`src/design/dcd_defines.svh`:
```
// named constants of the two-channel sfr/ram copy engine
// assumes inclusion by every file that names one of these constants
`ifndef DCD_DEFINES_SVH
`define DCD_DEFINES_SVH

// widths
`define DCD_AXI_AW 18
`define DCD_IDX_W 16
`define DCD_CNT_W 10
`define DCD_TRG_W 5

// register indices, byte address is four times the index
`define DCD_IDX_MODE0 16'hf700
`define DCD_IDX_CNT0 16'hf702
`define DCD_IDX_SRC0 16'hf704
`define DCD_IDX_DST0 16'hf706
`define DCD_IDX_MODE1 16'hf708
`define DCD_IDX_CNT1 16'hf70a
`define DCD_IDX_SRC1 16'hf70c
`define DCD_IDX_DST1 16'hf70e
`define DCD_IDX_EN 16'hf720
`define DCD_IDX_STAT 16'hf722
`define DCD_IDX_CLR 16'hf724
`define DCD_IDX_CH_BIT 3

// mode register fields
`define DCD_MODE_STRG 15
`define DCD_MODE_TRG_HI 12
`define DCD_MODE_TRG_LO 8
`define DCD_MODE_DS 4
`define DCD_MODE_DAMD_HI 3
`define DCD_MODE_DAMD_LO 2
`define DCD_MODE_SAMD_HI 1
`define DCD_MODE_SAMD_LO 0

// enable, status and clear fields
`define DCD_EN_LO 0
`define DCD_EN_LOCK 7
`define DCD_STAT_DONE_LO 0
`define DCD_STAT_RUN_LO 8
`define DCD_CLR_LO 0

// addressing modes, 10 and 11 both decrement
`define DCD_AM_FIXED 2'b00
`define DCD_AM_INC 2'b01
`define DCD_STEP_BYTE 16'h0001
`define DCD_STEP_WORD 16'h0002
`define DCD_EVEN_MASK 16'hfffe

// triggers: bit k of the request vector is trigger code k
`define DCD_TRIG_MASK 32'hffff03fe

// counts and bus answers
`define DCD_CNT_ONE 10'h001
`define DCD_RESP_OKAY 2'b00
`define DCD_RESP_SLVERR 2'b10

`endif

```
`src/design/dcd_pkg.sv`:
```
// types of the two-channel sfr/ram copy engine
// assumes dcd_defines.svh is on the include path
`include "dcd_defines.svh"

package dcd_pkg;

  // engine sequence, one-hot
  typedef enum logic [2:0] {
    DCD_ST_IDLE = 3'b001,
    DCD_ST_READ = 3'b010,
    DCD_ST_WRITE = 3'b100
  } dcd_fsm_t;

  // one channel's programmed and running state
  typedef struct packed {
    logic [`DCD_TRG_W-1:0] trig;
    logic wide;
    logic [1:0] dst_mode;
    logic [1:0] src_mode;
    logic [`DCD_CNT_W-1:0] count;
    logic [15:0] src;
    logic [15:0] dst;
    logic en;
    logic done;
    logic pend;
  } dcd_chan_t;

  // axi4-lite master to slave
  typedef struct packed {
    logic awvalid;
    logic [`DCD_AXI_AW-1:0] awaddr;
    logic wvalid;
    logic [31:0] wdata;
    logic [3:0] wstrb;
    logic bready;
    logic arvalid;
    logic [`DCD_AXI_AW-1:0] araddr;
    logic rready;
  } dcd_axi_req_t;

  // axi4-lite slave to master
  typedef struct packed {
    logic awready;
    logic wready;
    logic bvalid;
    logic [1:0] bresp;
    logic arready;
    logic rvalid;
    logic [31:0] rdata;
    logic [1:0] rresp;
  } dcd_axi_rsp_t;

  // data bus access of the engine
  typedef struct packed {
    logic req;
    logic we;
    logic wide;
    logic [15:0] addr;
    logic [15:0] wdata;
  } dcd_mem_t;

  // whole state of the top module
  typedef struct packed {
    dcd_chan_t [1:0] ch;
    logic lock;
    logic owner_vld;
    logic owner;
    dcd_fsm_t fsm;
    logic act;
    logic [15:0] data;
    logic bvalid;
    logic [1:0] bresp;
    logic rvalid;
    logic [31:0] rdata;
    logic [1:0] rresp;
    logic irq;
  } dcd_state_t;

endpackage : dcd_pkg

```
`src/design/dcd_addr_step.sv`:
```
// next address of one source or destination pointer
// assumes the caller loads the result only when a unit has been moved
`timescale 1ns/1ps
`include "dcd_defines.svh"

module dcd_addr_step #(
  parameter int W = 16
) (
  // current pointer and its setup
  input logic [W-1:0] addr,
  input logic [1:0] mode,
  input logic wide,
  // pointer after one unit
  output logic [W-1:0] next_addr
);

  logic [W-1:0] step;

  // one for bytes, two for words
  assign step = wide ? W'(`DCD_STEP_WORD) : W'(`DCD_STEP_BYTE);

  // fixed, increment, otherwise decrement
  always_comb begin
    if (mode == `DCD_AM_FIXED) begin
      next_addr = addr;
    end else if (mode == `DCD_AM_INC) begin
      next_addr = addr + step;
    end else begin
      next_addr = addr - step;
    end
  end

endmodule : dcd_addr_step

```
`src/design/dcd_top.sv`:
```
// two-channel copy engine between peripheral registers and ram, axi4-lite slave
// assumes one clock, a data bus answering reads in the cycle of the request,
// and a cpu busy input that holds the engine off the bus
//
// The AXI4-Lite interface to the registers was left to the implementer.
`timescale 1ns/1ps
`include "dcd_defines.svh"

module dcd_top (
  // clock and reset
  input logic REF_CLK,
  input logic RST,
  // register bus
  input dcd_pkg::dcd_axi_req_t AXI_REQ,
  output dcd_pkg::dcd_axi_rsp_t AXI_RSP,
  // peripheral requests, bit k is trigger code k
  input logic [31:0] HW_REQ,
  // data bus shared with the cpu
  input logic CPU_BUSY,
  input logic [15:0] MEM_RDATA,
  output dcd_pkg::dcd_mem_t MEM,
  // completion event
  output logic XFER_DONE_IRQ
);
  import dcd_pkg::*;

  dcd_state_t s_reg;
  dcd_state_t s_next;
  logic wr_go;
  logic rd_go;
  logic [`DCD_IDX_W-1:0] wi;
  logic [`DCD_IDX_W-1:0] ri;
  logic wc;
  logic rc;
  logic [15:0] wv;
  logic [1:0] done_set;
  logic [1:0] elig;
  logic [31:0] trig_ok;
  logic [15:0] src_step [2];
  logic [15:0] dst_step [2];
  logic act_en;
  logic [`DCD_CNT_W-1:0] cur_cnt;
  logic wr_grant;

  // byte-lane merge of a 16-bit register
  function automatic logic [15:0] dcd_merge(input logic [15:0] old, input logic [31:0] wd,
                                            input logic [3:0] st);
    logic [15:0] m;
    m = {{8{st[1]}}, {8{st[0]}}};
    return (old & ~m) | (wd[15:0] & m);
  endfunction : dcd_merge

  // mode register image, request bit always reads zero
  function automatic logic [15:0] dcd_mode_word(input dcd_chan_t c);
    logic [15:0] v;
    v = '0;
    v[`DCD_MODE_TRG_HI:`DCD_MODE_TRG_LO] = c.trig;
    v[`DCD_MODE_DS] = c.wide;
    v[`DCD_MODE_DAMD_HI:`DCD_MODE_DAMD_LO] = c.dst_mode;
    v[`DCD_MODE_SAMD_HI:`DCD_MODE_SAMD_LO] = c.src_mode;
    return v;
  endfunction : dcd_mode_word

  // bus decode helpers
  assign wr_go = AXI_REQ.awvalid && AXI_REQ.wvalid && !s_reg.bvalid;
  assign rd_go = AXI_REQ.arvalid && !s_reg.rvalid;
  assign wi = AXI_REQ.awaddr[`DCD_AXI_AW-1:2];
  assign ri = AXI_REQ.araddr[`DCD_AXI_AW-1:2];
  assign wc = wi[`DCD_IDX_CH_BIT];
  assign rc = ri[`DCD_IDX_CH_BIT];
  assign trig_ok = HW_REQ & `DCD_TRIG_MASK;

  // active channel view
  assign act_en = s_reg.ch[s_reg.act].en;
  assign cur_cnt = s_reg.ch[s_reg.act].count;
  assign wr_grant = (s_reg.fsm == DCD_ST_WRITE) && !CPU_BUSY && act_en;

  // per-channel pointer steppers and eligibility
  for (genvar g = 0; g < 2; g++) begin : g_chan
    dcd_addr_step #(.W(16)) u_src (
      .addr(s_reg.ch[g].src),
      .mode(s_reg.ch[g].src_mode),
      .wide(s_reg.ch[g].wide),
      .next_addr(src_step[g])
    );
    dcd_addr_step #(.W(16)) u_dst (
      .addr(s_reg.ch[g].dst),
      .mode(s_reg.ch[g].dst_mode),
      .wide(s_reg.ch[g].wide),
      .next_addr(dst_step[g])
    );
    assign elig[g] = s_reg.ch[g].pend && s_reg.ch[g].en &&
                     (!(s_reg.lock && s_reg.owner_vld) || s_reg.owner == 1'(g));
  end

  // next state: engine, register writes, register reads, request latch
  always_comb begin
    s_next = s_reg;
    s_next.irq = 1'b0;
    done_set = 2'b00;
    wv = '0;
    if (s_reg.bvalid && AXI_REQ.bready) begin
      s_next.bvalid = 1'b0;
    end
    if (s_reg.rvalid && AXI_REQ.rready) begin
      s_next.rvalid = 1'b0;
    end
    // read unit then write unit, cpu first
    unique case (s_reg.fsm)
      DCD_ST_IDLE: begin
        if (elig[0] || elig[1]) begin
          s_next.act = !elig[0];
          s_next.fsm = DCD_ST_READ;
          if (s_reg.lock) begin
            s_next.owner_vld = 1'b1;
            s_next.owner = !elig[0];
          end
        end
      end
      DCD_ST_READ: begin
        if (!act_en) begin
          s_next.fsm = DCD_ST_IDLE;
        end else if (!CPU_BUSY) begin
          s_next.data = MEM_RDATA;
          s_next.fsm = DCD_ST_WRITE;
        end
      end
      DCD_ST_WRITE: begin
        if (!act_en) begin
          s_next.fsm = DCD_ST_IDLE;
        end else if (!CPU_BUSY) begin
          s_next.fsm = DCD_ST_IDLE;
          s_next.ch[s_reg.act].count = cur_cnt - `DCD_CNT_ONE;
          s_next.ch[s_reg.act].src = src_step[s_reg.act];
          s_next.ch[s_reg.act].dst = dst_step[s_reg.act];
          s_next.ch[s_reg.act].pend = 1'b0;
          if (cur_cnt == `DCD_CNT_ONE) begin
            s_next.ch[s_reg.act].en = 1'b0;
            s_next.ch[s_reg.act].done = 1'b1;
            done_set[s_reg.act] = 1'b1;
            s_next.irq = 1'b1;
            s_next.owner_vld = 1'b0;
          end
        end
      end
      default: begin
        s_next.fsm = DCD_ST_IDLE;
      end
    endcase
    // register writes
    if (wr_go) begin
      s_next.bvalid = 1'b1;
      s_next.bresp = `DCD_RESP_OKAY;
      case (wi)
        `DCD_IDX_MODE0, `DCD_IDX_MODE1: begin
          wv = dcd_merge(dcd_mode_word(s_reg.ch[wc]), AXI_REQ.wdata, AXI_REQ.wstrb);
          if (!s_reg.ch[wc].en) begin
            s_next.ch[wc].trig = wv[`DCD_MODE_TRG_HI:`DCD_MODE_TRG_LO];
            s_next.ch[wc].wide = wv[`DCD_MODE_DS];
            s_next.ch[wc].dst_mode = wv[`DCD_MODE_DAMD_HI:`DCD_MODE_DAMD_LO];
            s_next.ch[wc].src_mode = wv[`DCD_MODE_SAMD_HI:`DCD_MODE_SAMD_LO];
          end
          if (AXI_REQ.wstrb[1] && AXI_REQ.wdata[`DCD_MODE_STRG] && s_reg.ch[wc].en &&
              !(s_next.lock && s_next.owner_vld && s_next.owner != wc)) begin
            s_next.ch[wc].pend = 1'b1;
          end
        end
        `DCD_IDX_CNT0, `DCD_IDX_CNT1: begin
          wv = dcd_merge({6'h00, s_reg.ch[wc].count}, AXI_REQ.wdata, AXI_REQ.wstrb);
          if (!s_reg.ch[wc].en) begin
            s_next.ch[wc].count = wv[`DCD_CNT_W-1:0];
          end
        end
        `DCD_IDX_SRC0, `DCD_IDX_SRC1: begin
          if (!s_reg.ch[wc].en) begin
            s_next.ch[wc].src = dcd_merge(s_reg.ch[wc].src, AXI_REQ.wdata, AXI_REQ.wstrb);
          end
        end
        `DCD_IDX_DST0, `DCD_IDX_DST1: begin
          if (!s_reg.ch[wc].en) begin
            s_next.ch[wc].dst = dcd_merge(s_reg.ch[wc].dst, AXI_REQ.wdata, AXI_REQ.wstrb);
          end
        end
        `DCD_IDX_EN: begin
          if (AXI_REQ.wstrb[0]) begin
            if (!s_reg.ch[0].en && !s_reg.ch[1].en) begin
              s_next.lock = AXI_REQ.wdata[`DCD_EN_LOCK];
            end
            for (int i = 0; i < 2; i++) begin
              s_next.ch[i].en = AXI_REQ.wdata[`DCD_EN_LO + i] && !s_next.ch[i].done;
            end
          end
        end
        `DCD_IDX_CLR: begin
          for (int i = 0; i < 2; i++) begin
            if (AXI_REQ.wstrb[0] && AXI_REQ.wdata[`DCD_CLR_LO + i] && !done_set[i]) begin
              s_next.ch[i].done = 1'b0;
            end
          end
        end
        `DCD_IDX_STAT: begin
          s_next.bresp = `DCD_RESP_OKAY;
        end
        default: begin
          s_next.bresp = `DCD_RESP_SLVERR;
        end
      endcase
    end
    // register reads, upper half always zero
    if (rd_go) begin
      s_next.rvalid = 1'b1;
      s_next.rresp = `DCD_RESP_OKAY;
      s_next.rdata = '0;
      case (ri)
        `DCD_IDX_MODE0, `DCD_IDX_MODE1: begin
          s_next.rdata[15:0] = dcd_mode_word(s_reg.ch[rc]);
        end
        `DCD_IDX_CNT0, `DCD_IDX_CNT1: begin
          s_next.rdata[`DCD_CNT_W-1:0] = s_reg.ch[rc].count;
        end
        `DCD_IDX_SRC0, `DCD_IDX_SRC1: begin
          s_next.rdata[15:0] = s_reg.ch[rc].src;
        end
        `DCD_IDX_DST0, `DCD_IDX_DST1: begin
          s_next.rdata[15:0] = s_reg.ch[rc].dst;
        end
        `DCD_IDX_EN: begin
          s_next.rdata[`DCD_EN_LOCK] = s_reg.lock;
          s_next.rdata[`DCD_EN_LO + 1] = s_reg.ch[1].en;
          s_next.rdata[`DCD_EN_LO] = s_reg.ch[0].en;
        end
        `DCD_IDX_STAT: begin
          s_next.rdata[`DCD_STAT_RUN_LO + 1] = s_reg.lock && s_reg.owner_vld && s_reg.owner;
          s_next.rdata[`DCD_STAT_RUN_LO] = s_reg.lock && s_reg.owner_vld && !s_reg.owner;
          s_next.rdata[`DCD_STAT_DONE_LO + 1] = s_reg.ch[1].done;
          s_next.rdata[`DCD_STAT_DONE_LO] = s_reg.ch[0].done;
        end
        `DCD_IDX_CLR: begin
          s_next.rresp = `DCD_RESP_OKAY;
        end
        default: begin
          s_next.rresp = `DCD_RESP_SLVERR;
        end
      endcase
    end
    // lock released when its owner is disabled
    if (s_next.owner_vld && !s_next.ch[s_next.owner].en) begin
      s_next.owner_vld = 1'b0;
    end
    for (int i = 0; i < 2; i++) begin
      if (!s_next.ch[i].en) begin
        s_next.ch[i].pend = 1'b0;
      end else if (trig_ok[s_reg.ch[i].trig] &&
                   !(s_next.lock && s_next.owner_vld && s_next.owner != 1'(i))) begin
        s_next.ch[i].pend = 1'b1;
      end
    end
  end

  // state register
  always_ff @(posedge REF_CLK) begin
    if (RST) begin
      s_reg <= '0;
      s_reg.fsm <= DCD_ST_IDLE;
    end else begin
      s_reg <= s_next;
    end
  end

  // outputs
  assign AXI_RSP.awready = wr_go;
  assign AXI_RSP.wready = wr_go;
  assign AXI_RSP.bvalid = s_reg.bvalid;
  assign AXI_RSP.bresp = s_reg.bresp;
  assign AXI_RSP.arready = rd_go;
  assign AXI_RSP.rvalid = s_reg.rvalid;
  assign AXI_RSP.rdata = s_reg.rdata;
  assign AXI_RSP.rresp = s_reg.rresp;
  assign XFER_DONE_IRQ = s_reg.irq;

  // bus access, word units on even addresses
  always_comb begin
    MEM.req = ((s_reg.fsm == DCD_ST_READ) || (s_reg.fsm == DCD_ST_WRITE)) && act_en;
    MEM.we = (s_reg.fsm == DCD_ST_WRITE) && act_en;
    MEM.wide = s_reg.ch[s_reg.act].wide;
    MEM.addr = (s_reg.fsm == DCD_ST_WRITE) ? s_reg.ch[s_reg.act].dst : s_reg.ch[s_reg.act].src;
    if (MEM.wide) begin
      MEM.addr = MEM.addr & `DCD_EVEN_MASK;
    end
    MEM.wdata = s_reg.data;
  end
endmodule : dcd_top

```
`config.mk`:
```
export PLATFORM = sky130hd
export DESIGN_NAME = dcd_top
export DESIGN_NICKNAME = d
export VERILOG_FILES = /design/src/design/dcd_pkg.sv /design/src/design/dcd_addr_step.sv /design/src/design/dcd_top.sv
export VERILOG_INCLUDE_DIRS = /design/src /design/src/design
export SDC_FILE = /design/constraint.sdc
export NUM_CORES = 1
export LEC_CHECK = 0
export BUFFER_PORTS_ARGS = -buffer_cell sky130_fd_sc_hd__buf_2
export CAP_MARGIN = 20
export CORE_AREA = 2 2 158 160
export DETAILED_ROUTE_END_ITERATION = 8
export DIE_AREA = 0 0 160 162
export PLACE_DENSITY = 0.75
export SYNTH_ARGS = -nofsm -noshare
export SYNTH_HDL_FRONTEND = slang
export SYNTH_SLANG_ARGS = --single-unit
```
`constraint.sdc`:
```
create_clock -name REF_CLK -period 3.46 [get_ports REF_CLK]
set_input_delay 0.173 -clock REF_CLK [delete_from_list [all_inputs] [get_ports REF_CLK]]
set_output_delay 0.173 -clock REF_CLK [all_outputs]
set_load 0.05 [all_outputs]
```
### Yosys cells after proc, flatten, opt, wreduce, memory -nomap -nowiden

Index checks and enable logic that the tools add are counted.

* add/sub/neg operators: 9
* $lt $le $gt $ge: 9
* eq/ne operators: 34
* muxes and demuxes: 131
* bitwise operators: 18
* reduce and logical (&&, ||, !) cells: 75

Operator list (count)
* $bwmux 110: 14
* $mux 110: 11
* $demux 55 s1: 14
* $eq 16x16->1 const B: 22
* $mux 55: 5
* $mux 16: 15
* $pmux 53 s4: 1
* $pmux 52 s4: 1
* $mux 50: 3
* $mux 111: 1
* $mux 35: 3
* $mux 45: 2
* $add 16x16->16: 4
* $sub 16x16->16: 4
* $mux 49: 1
* $and 16x16->16: 3
* $mux 47: 1
* $mux 19: 2
* $logic_and 1x1->1: 34
* $or 16x16->16: 2
* $mux 3: 8
* $mux 1: 23
* $reduce_or 11->1: 2
* $mux 2: 10
* 39 further kinds: 90

* register bits: 156
* input bits: 128
* output and inout port bits: 77
* word-level logic and storage cells: 308

### Logic depth before layout (Yosys ltp)

* depth in word-level cells: 37
* mapped depth: 13
* mapped depth without buffers: 13

### Modules after synthesis

A second synthesis with hierarchy kept.

* cell total of the unflattened synthesis: 1704
* area, all modules: 13611.8 µm²

By module, submodules not included
* dcd_top: instances 1, cells an instance 1230, area each 10193.5 µm², sequential area each 3083.0 µm²
* dcd_addr_step (g_chan[0].u_dst ...): instances 3, cells an instance 118, area each 840.8 µm², sequential area each 0.0 µm²
* dcd_addr_step (g_chan[1].u_dst): instances 1, cells an instance 120, area each 895.9 µm², sequential area each 0.0 µm²

### Worst setup path before layout

Ideal clock, no wire load.

* kind: flip-flop to flip-flop
* start: register s_reg[108] in the netlist's numbering
* end: register s_reg[96] in the netlist's numbering
* setup time: 0.086 ns
* arrival time: 3.161 ns
* required time: 3.374 ns
* slack: 0.213 ns
* cell stages (with the launch flop): 13
* path buffers: 0
* clock period less this slack: 3.247 ns
* cells stage by stage: dfxtp_1 -> nand2b_1 -> nand2b_1 -> ha_1 -> a211o_1 -> o211ai_1 -> a21oi_2 -> a221o_2 -> a31o_1 -> and4_4 -> nor4_1 -> xnor2_1 -> a211oi_1

* cells in the longest elaborated chain, start to end: 26
* elaborated cells on any way between the ends: 33
* those cells by class: eq/ne (1); mux (31); reduce/logical (1)

Ends and longest elaborated chain
* start: declaration: RTL line dcd_top.sv:27 `dcd_state_t s_reg;`
* start signal: assignment: RTL line dcd_top.sv:266 `s_reg <= s_next;`
* $eq 2x1->1 (no source line)
* $mux 16: RTL line dcd_addr_step.sv:26 `` end else if (mode == `DCD_AM_INC) begin ``
* $mux 16 *: RTL line dcd_addr_step.sv:24 `` if (mode == `DCD_AM_FIXED) begin ``
* $mux 16 (implied by the code) * (3 in series): RTL line dcd_top.sv:134 `s_next.ch[s_reg.act].src = src_step[s_reg.act];`
* $bwmux 110 *: RTL line dcd_top.sv:134
* $bwmux 110 *: RTL line dcd_top.sv:135 `s_next.ch[s_reg.act].dst = dst_step[s_reg.act];`
* $bwmux 110 *: RTL line dcd_top.sv:136 `s_next.ch[s_reg.act].pend = 1'b0;`
* $bwmux 110: RTL line dcd_top.sv:138 `s_next.ch[s_reg.act].en = 1'b0;`
* [... 8 more ...]
* $bwmux 110: RTL line dcd_top.sv:161 `` s_next.ch[wc].src_mode = wv[`DCD_MODE_SAMD_HI:`DCD_MODE_SAMD_LO]; ``
* $mux 110: RTL line dcd_top.sv:157 `if (!s_reg.ch[wc].en) begin`
* $mux 110: RTL line dcd_top.sv:154 `case (wi)`
* $mux 110: RTL line dcd_top.sv:151 `if (wr_go) begin`
* $bwmux 110: RTL line dcd_top.sv:165 `s_next.ch[wc].pend = 1'b1;`
* $mux 110: RTL line dcd_top.sv:163 `` if (AXI_REQ.wstrb[1] && AXI_REQ.wdata[`DCD_MODE_STRG] && s_reg.ch[wc].en && ``
* $pmux 53 s4: RTL line dcd_top.sv:154
* $mux 111 *: RTL line dcd_top.sv:151

Mark *: on every way between the ends. The rest lies on a longest branch, timed or not. The select of a mux whose other input is x is not followed.
A chain may end at the register's enable or synchronous reset.

### Worst setup path after layout

Ends and elaborated chain as after synthesis.

==> flow_summary.ini <==
[synth]
syn_area_sq_mm = 0.0126
syn_inst = 1544
dominantRegCellSynth = dfxtp_1
avgSynthCellArea_sq_um = 8.15
ys_seq_elements = 154
ys_seq_area_share_pct = 24.5
yosysWarnings = 0
synth_async_sr_flop_share_pct = 0
yosys.cell_types.count = 89
synth_edf_count = 0

[sta]
max_freq_mhz = 307
maxSlewViolCount = 0
fin_crit_sh_pct = 94.1
rsz0062_at_grt = false
min_period_ns = 3.26
setup_violations = 0
maxSlewHeadroom_pct = 24.2
worst-slew-pin-transition_ns = 1.14
timing.hold.ws_ns = 0.000385
final.setup.tns_ns = 0
layout_setup_ws_ns = 0.203
hold_viol = 0
skew_ns = 0.0116

[floorplan]
die_x_um = 160
die_h_um = 162
io_pins = 205
dieArea_sq_mm = 0.0259
rows = 57
start_util_pct = 52.2
coreArea_sq_mm = 0.0241

[routing]
drc = 0
routedWlPerCell_um = 21.4
firstDrtPassIters = 8
vias = 12600
drt_wl_total_um = 42600
drt-initial-drc-count = 1433
avgViaCountPerCell = 6.33
postRouteAntennaNets = 0

[place]
detailed_place_hpwl_um = 31600
dp_cells = 1941
numPortBuffers = 157
gp_congestion = 1.01
pre_cts_ws_ns = 0.233

[clock_network]
cts_htree_levels = 4
cts-root-buf = clkbuf_16
cts_tree = yes
worst_skew_pair.late_latency_ns = 0.45
clock_path_buffers = 2
numCtsBuffers = 17
clk_pin_slew_worst_paths_ns = 0.07
cts_sinks = 154

[critical_path]
required_ns = 3.82
worstPathArrival_ns = 3.62
critical_path_class = reg2reg
cp-end-kind = register
start_kind = register
crit_fanout = 18

[cells_and_area]
antennaDiodeCount = 0
layout-drive-gt1-share_pct = 22.8
nNetsFinal = 1850
largest_reg_flops = 117
final_common_cell = nor2_1
instances_no_fill = 1993
final_cell_mix = 201 x nor2_1, 156 x buf_2, 153 x dfxtp_1
area_growth_pct = 13.1
post-route-util_pct = 59.1

[global_routing]
grt_pass1_vias = 11700
grt_overflow_total = 0
grt_use_total_pct = 32.2
grt_pass1_wl_um = 65600
grt_max_degree = 73
antenna_found_initial = 1

[pwr]
peakVddDrop_mv = 0.294
seq_power_share_pct = 43.0
p_sw_share_pct = 29.1
p_int_mw = 2.94
p_leak_nw = 5.89
power_density_mw_per_mm2 = 291
switchingPower_mw = 1.21
combPwrFrac_pct = 10.3
clock_power_share_pct = 46.7

[hold_path]
hold_path.class = in2reg

[run]
cap_viol_max_count = 0

[run_status]
status = complete, no violations
[final timing paths]
kind	cells past startpoint	slack, ns	endpoint	start
setup reg to reg	12	0.20	s_reg[96]	s_reg[108]
hold / removal	3	0.0004	s_reg[61]	AXI_REQ[32]
hold reg to reg	2	0.46	AXI_RSP[16]	AXI_RSP[16]
setup / recovery	12	0.20	s_reg[96]	s_reg[108]
[synthesized netlist by cell type (all sizes together) (6+ instances only)]
master	count	area share [%]
inv	35	1.0
ha	62	6.2
a21o	17	1.1
mux2i	17	1.4
xnor2	25	1.7
a221oi	7	0.49
o21a	11	0.66
dfxtp	154	24
nand3	25	0.99
a31oi	11	0.55
o21ai	100	4.1
a21boi	8	0.48
a21oi	116	4.6
nand2	102	3.1
and3	11	0.55
nor3	50	2.3
nor2b	18	0.89
or2	6	0.30
mux2	66	5.9
o211ai	12	0.72
nor2	204	6.1
clkbuf	66	2.0
a211oi	113	6.7
a22oi	12	0.72
xor2	32	2.2
nand2b	41	2.0
nor4	11	0.72
buf	78	4.2
nor3b	8	0.48
mux4	40	7.2
[worst max-delay path, cell delays in order (launching register included)]
cell and delay, ns:
dfxtp_1 0.45, nand2b_1 0.16, buf_4 0.24, ha_1 0.32, a21o_2 0.24, nor3_1 0.20, a21oi_2 0.12, a221o_2 0.38
a31o_1 0.26, and4_4 0.20, nor4_2 0.28, xnor2_1 0.10, a211oi_1 0.22
[kinds of logic (layout without fill, tap and decap cells)]
group / after synthesis / in the layout / share of synthesized area [%]
buffers and inverters: 181 / 289 / 7.44
adders and majority gates: 66 / 66 / 6.80
DFF: 154 / 154 / 24.5
xor gates and xnor gates: 57 / 57 / 3.97
other: 1 / 18 / 0.0298
and+or+nand+nor: 513 / 513 / 19.8
muxes: 123 / 123 / 14.4
AOI/OAI and AO/OA: 449 / 449 / 23.1
[area by class of cell]
class | count | area [sq um]
Fill cell | 2131 | 9860
Inverter | 36 | 135
Clock inverter | 15 | 176
Multi-Input combinational cell | 1226 | 8660
Sequential cell | 154 | 3080
Tap cell | 324 | 405
Timing Repair Buffer | 221 | 1350
Clock buffer | 17 | 425
[what timing repair did]
action / CTS / global route
setup buffers: 0 / 0
hold endpoints to repair: 18 / 0
gates resized for setup: 0 / 3
hold buffers: 18 / 0
setup endpoints to repair: 0 / 2
[through the flow]
step	cell area, sq um	total power [mW]
floorplan	12700	2.10
global placement	13400	2.22
detailed placement	13400	2.22
CTS	14200	4.14
global route	14200	4.25
finish	14200	4.15
[per-layer routing]
| layer | global-route usage (%) | vias up | routed length (um) |
|---|---|---|---|
| met3 | 6.08 | 118 | 4420 |
| met5 | 0 | - | 7 |
| met2 | 51.9 | 739 | 19100 |
| met4 | 13.7 | 2 | 1880 |
| met1 | 42.7 | 5905 | 17100 |
| li1 | - | 5856 | - |
[power groups by stage]
stage	clock [mW]	combinational [mW]	sequential (mW)
after floorplan	0	0.281	1.82
after detailed placement	0	0.400	1.82
after global placement	0	0.396	1.82
after global routing	2.02	0.448	1.78
final	1.94	0.429	1.78
after CTS	1.94	0.417	1.78
Note: power is estimated with default switching activity, not from simulation.
